[src/rtl/cardseq_pkg.sv]
package cardseq_pkg;

   // system clock and the card clock made from it
   localparam int MCLK_HZ        = 40_000_000;
   localparam int MCLK_PERIOD_NS = 25;
   localparam int CARD_CLK_HZ    = 5_000_000;
   localparam int CCLK_HALF_CYC  = MCLK_HZ / (2 * CARD_CLK_HZ);

   // nominal real-time timebase, used until the first period is measured
   localparam int RTC_HZ        = 32_000;
   localparam int RTC_PERIOD_NS = 1_000_000_000 / RTC_HZ;
   localparam int RTC_DEF_CYC   = RTC_PERIOD_NS / MCLK_PERIOD_NS;

   // activation intervals, in card clock cycles
   localparam int IO_REL_CYC  = 200;
   localparam int ATR_MIN_CYC = 400;
   localparam int RST_LOW_DEF = 40_000;
   localparam int ATR_MAX_DEF = 40_000;

   // card clock to data rate ratios
   localparam int ETU_STD  = 372;
   localparam int ETU_FAST = 16;

   // counter widths
   localparam int DIV_W  = 3;
   localparam int CYC_W  = 17;
   localparam int TMR_W  = 16;
   localparam int DCNT_W = 18;
   localparam int ETU_W  = 9;

   // sized compare and load values
   localparam logic [DIV_W-1:0] DIV_LAST      = DIV_W'(CCLK_HALF_CYC - 1);
   localparam logic [CYC_W-1:0] IO_REL_AT     = CYC_W'(IO_REL_CYC - 1);
   localparam logic [CYC_W-1:0] ATR_MIN_AT    = CYC_W'(ATR_MIN_CYC);
   localparam logic [CYC_W-1:0] CYC_PRE_T0    = 17'h1FFFF;
   localparam logic [TMR_W-1:0] RTC_DEF_PER   = TMR_W'(RTC_DEF_CYC);
   localparam logic [ETU_W-1:0] ETU_STD_LAST  = ETU_W'(ETU_STD - 1);
   localparam logic [ETU_W-1:0] ETU_FAST_LAST = ETU_W'(ETU_FAST - 1);

   typedef enum logic [2:0] {ST_IDLE, ST_POWER, ST_T0, ST_RST_LOW, ST_ATR_WAIT, ST_ACTIVE, ST_DEACT} seq_state_t;
   typedef enum logic [1:0] {DS_LEAD, DS_RST, DS_CLK, DS_IO} deact_step_t;

   // asynchronous card-side inputs and the timebase, synchronised together
   typedef struct packed {
      logic present;
      logic data;
      logic rtc;
   } card_in_t;

   // registered card-side outputs except the clock
   typedef struct packed {
      logic supply_en;
      logic reset;
      logic data_o;
      logic data_oe;
   } card_pins_t;

   localparam card_in_t   IN_IDLE  = '{present: 1'b0, data: 1'b1, rtc: 1'b0};
   localparam card_pins_t PINS_OFF = '{supply_en: 1'b0, reset: 1'b0, data_o: 1'b0, data_oe: 1'b1};

endpackage

[src/rtl/smart_card_activation_seq.sv]
`timescale 1ns/1ps
module smart_card_activation_seq
   import cardseq_pkg::*;
#(
   parameter int RST_LOW_CYC = RST_LOW_DEF,
   parameter int ATR_MAX_CYC = ATR_MAX_DEF
)
(
   // clock and reset
   input  wire logic MCLK_I,
   input  wire logic RST_N_I,
   // processor control
   input  wire logic ACTIVATE_I,
   input  wire logic POWER_DOWN_I,
   input  wire logic AUTO_PD_I,
   input  wire logic RESET_MODE_I,
   input  wire logic RATIO_SEL_I,
   input  wire logic ERR_CLR_I,
   // asynchronous inputs
   input  wire logic RTC_CLK_I,
   input  wire logic CARD_PRESENCE_DETECT_I,
   input  wire logic CARD_DATA_LINE_I,
   // card pins
   output logic      CARD_CLOCK_OUT_O,
   output logic      CARD_RESET_OUT_O,
   output logic      CARD_DATA_LINE_O,
   output logic      CARD_DATA_LINE_OE_O,
   output logic      CARD_SUPPLY_ENABLE_O,
   // status
   output logic      ACTIVE_O,
   output logic      ANSWER_OK_O,
   output logic      ERR_EARLY_O,
   output logic      ERR_NO_ANSWER_O,
   output logic      ETU_TICK_O
);

   card_in_t                in_s1_q;
   card_in_t                in_s2_q;
   logic                    rtc_prev_q;
   logic                    data_prev_q;
   logic [TMR_W-1:0]        rtc_cnt_q;
   logic [TMR_W-1:0]        rtc_per_q;
   logic                    rtc_seen_q;
   logic [DIV_W-1:0]        cdiv_q;
   logic                    cclk_q;
   logic                    clk_run_q;
   logic [ETU_W-1:0]        etu_cnt_q;
   logic                    etu_tick_q;
   seq_state_t              state_q;
   deact_step_t             step_q;
   card_pins_t              pins_q;
   logic                    cfg_low_q;
   logic [CYC_W-1:0]        cyc_q;
   logic [TMR_W-1:0]        tmr_q;
   logic [TMR_W-1:0]        per_lock_q;
   logic                    ans_ok_q;
   logic                    err_early_q;
   logic                    err_noans_q;
   logic [DCNT_W-1:0]       dcnt_q;
   logic                    rtc_rise;
   logic                    cc_rise;
   logic                    ans_edge;
   logic                    removal;
   logic                    pd_req;
   logic                    fire;
   logic                    early_ev;
   logic                    ans_ok_ev;
   logic                    noans_ev;

   // multiples of the latched timebase period, in system clock cycles
   function automatic logic [DCNT_W-1:0] per_times(input logic [TMR_W-1:0] p, input logic [2:0] k);
      per_times = DCNT_W'(p) * DCNT_W'(k);
   endfunction

   // two-stage synchronisers; the first stage feeds only the second
   always_ff @(posedge MCLK_I or negedge RST_N_I)
   begin
      if (!RST_N_I)
      begin
         in_s1_q     <= IN_IDLE;
         in_s2_q     <= IN_IDLE;
         rtc_prev_q  <= 1'b0;
         data_prev_q <= 1'b1;
      end
      else
      begin
         in_s1_q     <= '{present: CARD_PRESENCE_DETECT_I, data: CARD_DATA_LINE_I, rtc: RTC_CLK_I};
         in_s2_q     <= in_s1_q;
         rtc_prev_q  <= in_s2_q.rtc;
         data_prev_q <= in_s2_q.data;
      end
   end

   // decoded events
   always_comb
   begin
      rtc_rise  = in_s2_q.rtc & ~rtc_prev_q;
      cc_rise   = clk_run_q && (cdiv_q == DIV_LAST) && !cclk_q;
      ans_edge  = data_prev_q & ~in_s2_q.data;                      // start bit of the answer
      removal   = ~in_s2_q.present;
      pd_req    = removal | POWER_DOWN_I | AUTO_PD_I;
      fire      = (tmr_q == '0);
      early_ev  = ans_edge && ((state_q == ST_RST_LOW) ||
                  ((state_q == ST_ATR_WAIT) && (cyc_q < ATR_MIN_AT)));
      ans_ok_ev = ans_edge && (state_q == ST_ATR_WAIT) && (cyc_q >= ATR_MIN_AT) &&
                  (cyc_q <= CYC_W'(ATR_MAX_CYC));
      noans_ev  = (state_q == ST_ATR_WAIT) && (cyc_q > CYC_W'(ATR_MAX_CYC)) && !ans_edge;
   end

   // timebase period measured in system clocks, so that a step spans one real period
   // rather than the 0 to 1 periods a plain edge wait would give
   always_ff @(posedge MCLK_I or negedge RST_N_I)
   begin
      if (!RST_N_I)
      begin
         rtc_cnt_q  <= '0;
         rtc_per_q  <= RTC_DEF_PER;
         rtc_seen_q <= 1'b0;
      end
      else if (rtc_rise)
      begin
         rtc_cnt_q  <= '0;
         rtc_seen_q <= 1'b1;
         if (rtc_seen_q && (rtc_cnt_q != '0))
            rtc_per_q <= rtc_cnt_q + 1'b1;
      end
      else if (rtc_cnt_q != '1)
         rtc_cnt_q <= rtc_cnt_q + 1'b1;
   end

   // card clock divider; a stop forces the clock low at once
   always_ff @(posedge MCLK_I or negedge RST_N_I)
   begin
      if (!RST_N_I)
      begin
         cdiv_q <= '0;
         cclk_q <= 1'b0;
      end
      else if (!clk_run_q)
      begin
         cdiv_q <= '0;
         cclk_q <= 1'b0;
      end
      else if (cdiv_q == DIV_LAST)
      begin
         cdiv_q <= '0;
         cclk_q <= ~cclk_q;
      end
      else
         cdiv_q <= cdiv_q + 1'b1;
   end

   // data-rate tick for the character layer
   always_ff @(posedge MCLK_I or negedge RST_N_I)
   begin
      if (!RST_N_I)
      begin
         etu_cnt_q  <= '0;
         etu_tick_q <= 1'b0;
      end
      else
      begin
         etu_tick_q <= 1'b0;
         if (!clk_run_q)
            etu_cnt_q <= '0;
         else if (cc_rise)
         begin
            if (etu_cnt_q >= (RATIO_SEL_I ? ETU_FAST_LAST : ETU_STD_LAST))
            begin
               etu_cnt_q  <= '0;
               etu_tick_q <= 1'b1;
            end
            else
               etu_cnt_q <= etu_cnt_q + 1'b1;
         end
      end
   end

   // activation and deactivation sequencer
   always_ff @(posedge MCLK_I or negedge RST_N_I)
   begin
      if (!RST_N_I)
      begin
         state_q    <= ST_IDLE;
         step_q     <= DS_LEAD;
         pins_q     <= PINS_OFF;
         clk_run_q  <= 1'b0;
         cfg_low_q  <= 1'b0;
         cyc_q      <= '0;
         tmr_q      <= '0;
         per_lock_q <= RTC_DEF_PER;
      end
      else
      begin
         if (cc_rise)
            cyc_q <= cyc_q + 1'b1;
         if (!fire)
            tmr_q <= tmr_q - 1'b1;
         case (state_q)
            ST_IDLE:
               if (ACTIVATE_I && in_s2_q.present)
               begin
                  state_q          <= ST_POWER;
                  pins_q.supply_en <= 1'b1;
                  cfg_low_q        <= RESET_MODE_I;
                  tmr_q            <= rtc_per_q - 1'b1;               // supply settles one period
               end
            ST_POWER:
               if (fire)
               begin
                  clk_run_q    <= 1'b1;
                  cyc_q        <= CYC_PRE_T0;                         // first edge wraps to zero at T0
                  pins_q.reset <= ~cfg_low_q;
                  state_q      <= ST_T0;
               end
            ST_T0:
               if (cyc_q == IO_REL_AT)
               begin
                  pins_q.data_o  <= 1'b1;
                  pins_q.data_oe <= 1'b0;
                  state_q        <= cfg_low_q ? ST_RST_LOW : ST_ATR_WAIT;
               end
            ST_RST_LOW:
               if (cyc_q == CYC_W'(RST_LOW_CYC))
               begin
                  pins_q.reset <= 1'b1;
                  cyc_q        <= '0;
                  state_q      <= ST_ATR_WAIT;
               end
            ST_ATR_WAIT:
               if (ans_ok_ev)
                  state_q <= ST_ACTIVE;
            ST_ACTIVE:
               state_q <= ST_ACTIVE;                                  // reset held high until deactivation
            ST_DEACT:
               if (fire)
               begin
                  tmr_q <= per_lock_q - 1'b1;
                  case (step_q)
                     DS_LEAD: pins_q.reset   <= 1'b0;
                     DS_RST:  clk_run_q      <= 1'b0;
                     DS_CLK:
                     begin
                        pins_q.data_o  <= 1'b0;
                        pins_q.data_oe <= 1'b1;
                     end
                     default:
                     begin
                        pins_q.supply_en <= 1'b0;
                        state_q          <= ST_IDLE;
                     end
                  endcase
                  step_q <= deact_step_t'(step_q + 1'b1);
               end
            default:
               state_q <= ST_IDLE;
         endcase
         // any power-down cause preempts activation; the period is frozen for the whole sequence
         if ((state_q != ST_IDLE) && (state_q != ST_DEACT) && (pd_req || noans_ev))
         begin
            state_q    <= ST_DEACT;
            step_q     <= DS_LEAD;
            tmr_q      <= rtc_per_q - 1'b1;
            per_lock_q <= rtc_per_q;
         end
      end
   end

   // status flags; a set in the cycle of a clear wins
   always_ff @(posedge MCLK_I or negedge RST_N_I)
   begin
      if (!RST_N_I)
      begin
         ans_ok_q    <= 1'b0;
         err_early_q <= 1'b0;
         err_noans_q <= 1'b0;
      end
      else
      begin
         if (ans_ok_ev)
            ans_ok_q <= 1'b1;
         else if (state_q == ST_IDLE)
            ans_ok_q <= 1'b0;
         err_early_q <= early_ev | (err_early_q & ~ERR_CLR_I);
         err_noans_q <= noans_ev | (err_noans_q & ~ERR_CLR_I);
      end
   end

   // system clocks since deactivation began, read only by the checks below
   always_ff @(posedge MCLK_I or negedge RST_N_I)
   begin
      if (!RST_N_I)
         dcnt_q <= '0;
      else if (state_q != ST_DEACT)
         dcnt_q <= '0;
      else
         dcnt_q <= dcnt_q + 1'b1;
   end

   // port drive
   assign CARD_CLOCK_OUT_O     = cclk_q;
   assign CARD_RESET_OUT_O     = pins_q.reset;
   assign CARD_DATA_LINE_O     = pins_q.data_o;
   assign CARD_DATA_LINE_OE_O  = pins_q.data_oe;
   assign CARD_SUPPLY_ENABLE_O = pins_q.supply_en;
   assign ACTIVE_O             = (state_q == ST_ACTIVE);
   assign ANSWER_OK_O          = ans_ok_q;
   assign ERR_EARLY_O          = err_early_q;
   assign ERR_NO_ANSWER_O      = err_noans_q;
   assign ETU_TICK_O           = etu_tick_q;
endmodule

[config.mk]
export PLATFORM = sky130hd
export DESIGN_NAME = smart_card_activation_seq
export DESIGN_NICKNAME = d
export VERILOG_FILES = /design/src/rtl/cardseq_pkg.sv /design/src/rtl/smart_card_activation_seq.sv
export SDC_FILE = /design/constraint.sdc
export NUM_CORES = 1
export LEC_CHECK = 0
export BUFFER_PORTS_ARGS = -buffer_cell sky130_fd_sc_hd__clkbuf_2
export CORE_ASPECT_RATIO = 0.75
export CORE_UTILIZATION = 25
export CTS_CLUSTER_SIZE = 8
export DETAILED_ROUTE_END_ITERATION = 10
export GPL_TIMING_DRIVEN = 0
export PLACE_DENSITY = 0.39
export SYNTH_ARGS = -nofsm -noshare
export SYNTH_HDL_FRONTEND = slang
export SYNTH_SLANG_ARGS = --single-unit
export TNS_END_PERCENT = 5
[constraint.sdc]
create_clock -name MCLK_I -period 4.4 [get_ports MCLK_I]
set_input_delay 0.22 -clock MCLK_I [delete_from_list [all_inputs] [get_ports MCLK_I]]
set_output_delay 0.22 -clock MCLK_I [all_outputs]
set_load 0.02 [all_outputs]
==> results of run 1 <==
==> worst max-delay path: stages (launching register included) <==
cell and delay [ps]:
dfrtp_1 430, inv_1 120, ha_1 310, nor2b_1 240, nand3_2 110, buf_6 170
nor2_1 450, o21ai_0 440, a22oi_1 270, o22ai_1 100
==> kinds of logic (layout without fill, tap and decap cells) <==
logic type | after synthesis | in the layout | synth area share [%]
buffers and inverters | 50 | 109 | 3.32
muxes | 25 | 25 | 4.46
AOI/OAI and AO/OA | 159 | 159 | 15.9
and+or+nand+nor | 256 | 256 | 20.5
xor gates and xnor gates | 61 | 61 | 7.97
adders and majority gates | 19 | 19 | 3.55
DFF | 118 | 118 | 44.3
==> how the worst max path moves through the flow <==
| stage | start | endpoint | slack [ps] | cells after the start |
|---|---|---|---|---|
| 2_1_floorplan | tmr_q[0] | tmr_q[14] | 2190 | 9 |
| 3_3_place_gp | RST_N_I | rtc_cnt_q[14] | 1140 | 1 |
| 3_5_place_dp | tmr_q[0] | tmr_q[11] | 1690 | 9 |
| 4_1_cts | tmr_q[0] | tmr_q[5] | 1680 | 9 |
| 5_1_grt | tmr_q[0] | tmr_q[5] | 1410 | 9 |
| 6_report | tmr_q[0] | tmr_q[5] | 1630 | 9 |
==> through the flow <==
step | hold WS (ps) | area (um^2)
5_1_grt | 338 | 7980
6_report | 298 | 7980
3_5_place_dp | 218 | 7270
4_1_cts | 279 | 7980
2_1_floorplan | -75.6 | 6700
3_3_place_gp | 307 | 7230
==> layer usage <==
layer,wire length [um],global-route usage (%),part of all wire [%],vias to the layer above
met5,0,0,0,-
li1,-,-,-,2586
met3,628,3.39,3.5,17
met1,10100,21.8,56,2632
met4,252,4.93,1.4,0
met2,7080,19.0,39,93
==> cells in the final DEF (no fill, tap or decap), drive strengths merged, types with 7 or more instances in the layout <==
cell type	synthesis	routed
o21ai	39	39
inv	24	24
ha	19	19
mux2	18	18
nand2b	10	10
nand4	8	8
clkbuf	15	58
a21oi	44	44
xnor2	34	34
buf	11	12
a211oi	7	7
nor2b	10	10
mux2i	7	7
nor4	14	14
nor2	44	44
dfstp	14	14
dfrtp	104	104
nand2	67	67
nor3	26	26
and3	11	11
a31oi	9	9
nand3	30	30
xor2	27	27
o22ai	11	11
and2	10	10
==> state kept, by name (all words and copies together) (netlist names), 2 cells and up <==
signal	cells
rtc_cnt_q	16
etu_cnt_q	9
rtc_per_q	16
tmr_q	16
in_s2_q	3
cdiv_q	3
per_lock_q	16
cyc_q	17
state_q	3
step_q	2
in_s1_q	3
==> layout make-up <==
cell class	count	area, um^2
fillers	2755	18200
multi-input cells	520	3510
flip-flops and latches	118	2970
clock buffers	23	508
well taps	344	430
repair buffers	27	196
clock inverters	9	140
plain buffers	26	133
inverters	24	90.1
==> where the power goes <==
part	switching, uW	internal [uW]
combinational	209	136
sequential	51.0	1130
clock	530	985
==> impl_metrics.toml, run 1 <==
[timing]
fin_crit_ps = 2770
setup_viol = 0
tightest_slew_ps = 802
fin_ws_ps = 1630
grt_setup_unrepaired = "false"
slew_headroom_pct = 46.4
slew_violations = 0
finClkSkew_ps = 6.51
max_freq_ghz = 0.360
hold_violations = 0
tns_ps = 0
fin_crit_sh_pct = 63.1

[die]
ios = 21
fp.dieH_um = 144
start_util_pct = 25.6
die_w_um = 191
fp.dieArea_um2 = 27500
fp.coreArea_um2 = 26200
fp-row-count = 51

[layout]
area.growth.synth_to_final_pct = 19.0
fin_cells = 1091
nets = 764
antenna_cells = 0
drive_gt1_share_pct = 15.9
utilization_pct = 30.5

[drt]
vias_per_cell = 4.88
first_iter_violations = 281
num_vias = 5328
final_antenna_net_count = 0
routedWlPerCell_um = 16.5
drc = 0
dr.pass1.iters = 4
wirelength_um = 18000

[status]
status = "complete, no violations"

[clock_network]
tritoncts = "built"
post_cts_buffers = 0
clk_latency_ps = 420
clk_pin_slew_ps = 60
cts.sink_count = 118
cts-root-to-sink-buffers = 2
post_cts_resized = 0
cts_root_buffer = "clkbuf_16"
cts-buffers-inserted = 17
hold_buffers = 6
htreeDepth = 4

[min_path]
min_path_cells = 4
min_from = "RATIO_SEL_I"
hold_path.class = "input port to flip-flop"
min_to = "ETU_TICK_O"

[worst_setup_path]
critPathCaptureType = "flip-flop"
cp.required_ps = 4690
start_kind = "flip-flop"
reg2reg_depth = 9
rr_startpoint = "tmr_q[0]"
cp_max_fo = 10
r2r_setup_slack_ps = 1630
cp_data_arrival_time_ps = 3060
r2r_end = "tmr_q[5]"
path_class = "flip-flop to flip-flop"

[synth]
yosys_warnings = 0
synthTopCellsByCount = "dfrtp_1, nand2_1, a21oi_1, nor2_1, o21ai_0"
syn_area_um2 = 6700
yosysMostFrequentCell = "dfrtp_1"
synth.distinct_cells = 80
synth_top_area_share_pct = 38.8
synthArstFlopShare_pct = 100
synth-seq-cells = 118
yosysTopAreaCell = "dfrtp_1"
yosys-top-cells-area = "dfrtp_1, dfstp_2, xnor2_1"
synth_edf_count = 0
synth_nets = 718
synth_cells = 688
synth_area_per_cell_um2 = 9.74
synthFlopType = "dfrtp_1"
seq_area_frac_synth_pct = 44.3

[power]
post-layout-total-power_uw = 3040
peakVddDrop_v = 0.000289
p_per_area_nw_per_um2 = 381
p_leak_uw = 0.00339

[global_routing]
grt_max_degree = 69
grt_pass1_wl_um = 29900
grt_usage_pct = 14.3
antenna_found_initial = 0
grt_pass1_vias = 5372
gr-total-overflow = 0

[placement]
gp_congestion = 0.808
dp_hpwl_um = 13300
dp.cells = 1053
portBuffers = 20
dpl_worst_slack_ps = 1690

[job]
cap_violations = 0
No activity file was read; power rests on OpenSTA's default activity.
==> run 2, diff against run 1 <==
--- a/config.mk
+++ b/config.mk
@@ -5,13 +5,14 @@
 export SDC_FILE = /design/constraint.sdc
 export NUM_CORES = 1
 export LEC_CHECK = 0
+export ABC_AREA = 1
 export BUFFER_PORTS_ARGS = -buffer_cell sky130_fd_sc_hd__clkbuf_2
 export CORE_ASPECT_RATIO = 0.75
 export CORE_UTILIZATION = 25
 export CTS_CLUSTER_SIZE = 8
 export DETAILED_ROUTE_END_ITERATION = 10
 export GPL_TIMING_DRIVEN = 0
-export PLACE_DENSITY = 0.39
+export PLACE_DENSITY = 0.4
 export SYNTH_ARGS = -nofsm -noshare
 export SYNTH_HDL_FRONTEND = slang
 export SYNTH_SLANG_ARGS = --single-unit
==> constraint.sdc (replaced) <==
create_clock -name MCLK_I -period 2.4 [get_ports MCLK_I]
set_input_delay 0.12 -clock MCLK_I [delete_from_list [all_inputs] [get_ports MCLK_I]]
set_output_delay 0.12 -clock MCLK_I [all_outputs]
set_load 0.02 [all_outputs]
==> impl_metrics.toml, run 2 <==
[min_path]
min_from = "ACTIVATE_I"
min_path_cells = 5
min_to = "cfg_low_q"
hold_path.class = "input port to flip-flop"

[worst_setup_path]
cp_data_arrival_time_ps = 2520
critPathCaptureType = "flip-flop"
r2r_end = "tmr_q[12]"
reg2reg_depth = 11
path_class = "flip-flop to flip-flop"
r2r_setup_slack_ps = 180
cp.required_ps = 2700
cp_max_fo = 9
rr_startpoint = "cyc_q[16]"
start_kind = "flip-flop"

[placement]
gp_congestion = 0.837
portBuffers = 20
dp_hpwl_um = 15100
dp.cells = 1369

[synth]
synthTopCellsByCount = "nand2_1, inv_1, dfrtp_1, nor2_1, nand3_1"
synthFlopType = "dfrtp_1"
synth_edf_count = 0
synth_cells = 963
synth_area_per_cell_um2 = 7.38
seq_area_frac_synth_pct = 41.8
synth-seq-cells = 118
yosysMostFrequentCell = "nand2_1"
synthArstFlopShare_pct = 100
yosys_warnings = 0
synth_top_area_share_pct = 36.6
yosysTopAreaCell = "dfrtp_1"
syn_area_um2 = 7100
synth_nets = 993
synth.distinct_cells = 45
yosys-top-cells-area = "dfrtp_1, nand2_1, inv_1"

[drt]
drc = 0
routedWlPerCell_um = 14.2
first_iter_violations = 387
dr.pass1.iters = 5
final_antenna_net_count = 0
wirelength_um = 20000
vias_per_cell = 4.30
num_vias = 6063

[die]
die_w_um = 197
start_util_pct = 25.4
fp.coreArea_um2 = 28000
fp-row-count = 53
ios = 21
fp.dieH_um = 148
fp.dieArea_um2 = 29100

[timing]
tightest_slew_ps = 659
tns_ps = 0
max_freq_ghz = 0.451
slew_headroom_pct = 55.9
fin_crit_ps = 2220
slew_violations = 0
hold_violations = 0
finClkSkew_ps = 12.5
fin_crit_sh_pct = 92.4
grt_setup_unrepaired = "false"
setup_viol = 0

[clock_network]
htreeDepth = 4
cts_root_buffer = "clkbuf_16"
cts-buffers-inserted = 17
clk_pin_slew_ps = 60
cts-root-to-sink-buffers = 2
clk_latency_ps = 430
cts.sink_count = 118
tritoncts = "built"

[layout]
top_register = "cyc_q"
nets = 1041
area.growth.synth_to_final_pct = 18.9
antenna_cells = 0
nFillCells = 3127
multiInputGateArea_um2 = 3580
mostFrequentLayoutCell = "nand2_1"
mostFrequentLayoutCells = "nand2_1, inv_1, dfrtp_1"
ff_latch_area_um2 = 2970
fin_cells = 1409
utilization_pct = 30.2
drive_gt1_share_pct = 11.7
largest_register_ffs = 17

[power]
post-layout-total-power_uw = 8690
p_per_area_nw_per_um2 = 1030
p_leak_uw = 0.00430
peakVddDrop_v = 0.000629

[global_routing]
gr-total-overflow = 0
grt_max_degree = 77
grt_usage_pct = 14.7
grt_pass1_vias = 5903
antenna_found_initial = 0
grt_pass1_wl_um = 33000

[status]
status = "complete, no violations"

[job]
cap_violations = 0
[run 2: cell count changes in the layout (fill, tap and decap cells not counted), moves of 12 or more]
cell | previous run | this run
nand2_1 | 66 | 285
inv_1 | 24 | 118
nor2_1 | 42 | 81
nand3_1 | 29 | 67
xnor2_1 | 34 | 9
o21ai_0 | 36 | 59
a21oi_1 | 42 | 21
nand4_1 | 7 | 26
o21ai_1 | 2 | 18
xor2_1 | 27 | 39
[run 2: metal layers]
layer  up-vias  wire [um]  GRT usage (%)
met5         -          0              0
met4         0        138           3.37
met3         7        542           3.17
met2        84       7740           19.5
met1      2787      11600           23.3
li1       3185          -              -
[run 2: worst max path at each step]
stage                     startpoint         to  slack, ps
final                      cyc_q[16]  tmr_q[12]        180
after floorplan             tmr_q[0]  tmr_q[12]        670
after detailed placement    tmr_q[0]  cyc_q[14]       -230
after global placement       RST_N_I   cyc_q[9]       -970
after global routing      state_q[0]   cyc_q[9]          5
after CTS                   tmr_q[0]  tmr_q[12]         20
[run 2: cell families (layout without fill, tap and decap cells)]
group	after synthesis	after routing	synth area share [%]
buffers and inverters	144	205	8.09
flip-flops	118	118	41.8
XOR/XNOR	48	48	5.92
adder cells (fa/ha/maj)	19	19	3.35
AND/OR/NAND/NOR	521	521	32.3
AO/OA/AOI/OAI	113	113	8.51
[run 2: layout make-up]
cell class	count	area share [%]
multi-input cells	701	42.3
flip-flops and latches	118	35.2
inverters	129	5.73
well taps	385	5.70
clock buffers	20	5.41
repair buffers	29	2.50
clock inverters	12	2.09
plain buffers	15	1.07
[run 2: stage by stage]
step,instance area [um^2],hold WS [ps],setup slack [ps]
after floorplan,7100,-176,669
after global placement,7680,218,-968
after detailed placement,7720,95.6,-225
after CTS,8420,89.6,15.8
after global routing,8450,137,5.30
final,8450,98.2,182
[run 2: worst max-delay path, stage by stage, from the launching register on]
cell and delay (ps):
dfrtp_1 430, inv_1 190, nand2_1 70, nor2_1 120
nand3_1 80, nand2_1 100, nand3_1 150, nand2_1 260
nand2_4 110, nand2_2 190, inv_2 110, o21ai_1 280
[run 2: report_power, final]
part / switching (uW) / internal [uW] / leakage [uW] / total (uW)
logic: 2240 / 1080 / 0.00247 / 3310
registers: 266 / 2320 / 0.00153 / 2590
clock network: 1000 / 1790 / 0.000294 / 2790
total: 3500 / 5190 / 0.00430 / 8690
[run 2: repair_timing]
| action | 4_1_cts | 5_1_grt |
|---|---|---|
| resized for setup | 2 | 6 |
| hold buffers | 6 | 0 |
| buffers inserted | 0 | 2 |
| gates cloned | 0 | 0 |
| pin swaps | 0 | 1 |
| hold endpoints to repair | 48 | 0 |
| setup endpoints to repair | 11 | 18 |
==> run 3, diff against run 2 <==
--- a/config.mk
+++ b/config.mk
@@ -5,7 +5,6 @@
 export SDC_FILE = /design/constraint.sdc
 export NUM_CORES = 1
 export LEC_CHECK = 0
-export ABC_AREA = 1
 export BUFFER_PORTS_ARGS = -buffer_cell sky130_fd_sc_hd__clkbuf_2
 export CORE_ASPECT_RATIO = 0.75
 export CORE_UTILIZATION = 25
==> impl_metrics.toml, run 3 (synthesis gave the netlist of run 1 again) <==
[min_path]
min_from = "RATIO_SEL_I"
min_to = "ETU_TICK_O"
min_path_cells = 4
hold_path.class = "input port to flip-flop"

[timing]
setup_viol = 1
tightest_slew_ps = 592
slew_headroom_pct = 59.5
grt_setup_unrepaired = "true"
slew_violations = 0
finClkSkew_ps = 11.0
hold_violations = 0
fin_ws_ps = -20.8
max_freq_ghz = 0.413
fin_crit_ps = 2420
fin_crit_sh_pct = 101

[global_routing]
grt_usage_pct = 14.0
grt_max_degree = 65
grt_pass1_wl_um = 29400
gr-total-overflow = 0
antenna_found_initial = 0
grt_pass1_vias = 5225

[worst_setup_path]
cp.required_ps = 2680
rr_startpoint = "cyc_q[15]"
reg2reg_depth = 5
slowest_stage = "or4_1"
crit_path_cell_trace = "or4_1 -> o41ai_2 -> o211ai_1 -> a2111oi_2 -> a21oi_1"
path_class = "flip-flop to flip-flop"
start_kind = "flip-flop"
cp_data_arrival_time_ps = 2710
max_stage_delay_ps = 640
r2r_end = "state_q[2]"
critPathCaptureType = "flip-flop"
cp_max_fo = 7
r2r_setup_slack_ps = -20

[drt]
first_iter_violations = 360
num_vias = 5374
vias_per_cell = 4.89
final_antenna_net_count = 0
wirelength_um = 18100
drc = 0
dr.pass1.iters = 5
routedWlPerCell_um = 16.5

[job]
cap_violations = 0

[placement]
dp_hpwl_um = 13000
portBuffers = 20
dpl_worst_slack_ps = -453
gp_congestion = 0.802

[layout]
ff_latch_area_um2 = 2980
nets = 771
mostFrequentLayoutCell = "dfrtp_1"
top_register = "cyc_q"
largest_register_ffs = 17
area.growth.synth_to_final_pct = 23.2
multiInputGateArea_um2 = 3730
utilization_pct = 31.6
antenna_cells = 0
drive_gt1_share_pct = 21.5
nFillCells = 2709
mostFrequentLayoutCells = "dfrtp_1, nand2_1, a21oi_1"

[die]
ios = 21
fp.dieArea_um2 = 27500
fp-row-count = 51
fp.dieH_um = 144
die_w_um = 191
start_util_pct = 25.6
fp.coreArea_um2 = 26200

[clock_network]
tritoncts = "built"
clk_latency_ps = 430
clk_pin_slew_ps = 60
cts-root-to-sink-buffers = 2
cts.sink_count = 118
htreeDepth = 4
cts-buffers-inserted = 17
cts_root_buffer = "clkbuf_16"

[power]
p_per_area_nw_per_um2 = 674
peakVddDrop_v = 0.000484
p_leak_uw = 0.00349

[status]
status = "finished with violations"
violations = "setup timing"
-- run 3: cell type report --
class / instances / area share (%)
Buffer: 25 / 1.74
Clock buffer: 19 / 5.24
Clock inverter: 13 / 2.35
Inverter: 24 / 1.12
Multi-Input combinational cell: 520 / 45.2
Sequential cell: 118 / 36.0
Tap cell: 344 / 5.21
Timing Repair Buffer: 35 / 3.11
-- run 3: worst max-delay path, delay by kind of cell (launching register included) --
kind            cells  cell delay (ps)
compound gates      4             1160
flops               1              480
simple gates        1              640
-- run 3: worst max-delay path by stage --
stage / start / to / slack (ps) / cells past startpoint
floorplan: tmr_q[0] / tmr_q[14] / 190 / 9
global placement: RST_N_I / ETU_TICK_O / -760 / 1
detailed placement: tmr_q[0] / tmr_q[11] / -450 / 9
CTS: cyc_q[5] / per_lock_q[14] / 5 / 7
global route: cyc_q[15] / state_q[2] / -60 / 5
finish: cyc_q[15] / state_q[2] / -20 / 5
-- run 3: where the power goes --
group | total, uW | internal (uW) | switching, uW | leakage [uW]
Sequential | 2160 | 2060 | 94.8 | 0.00148
Combinational | 630 | 250 | 380 | 0.00172
Clock | 2770 | 1750 | 1020 | 0.000292
-- run 3: routing by layer --
| metal | track usage (%) | up-vias | part of all wire [%] |
|---|---|---|---|
| li1 | - | 2601 | - |
| met1 | 21.9 | 2681 | 56 |
| met2 | 18.3 | 74 | 40 |
| met3 | 3.30 | 18 | 3.2 |
| met4 | 4.55 | 0 | 1.3 |
| met5 | 0 | - | 0 |
-- run 3: repair_timing --
action,in CTS,in global routing
setup buffers,1,7
pin swaps,5,12
hold endpoints to repair,52,0
hold buffers,6,0
setup endpoints to repair,42,54
gates resized for setup,23,38
-- run 3: through the flow --
stage                     std cells  power [uW]  area [um^2]  hold slack [ps]  TNS [ps]
after floorplan                 688        2580         6700             -176         0
final                          1098        5560         8260              196     -20.8
after global routing           1098        5800         8260              246      -544
after CTS                      1091        5640         8070              184         0
after detailed placement       1053        2820         7270              119     -4930
after global placement         1052        2810         7230              211    -83960
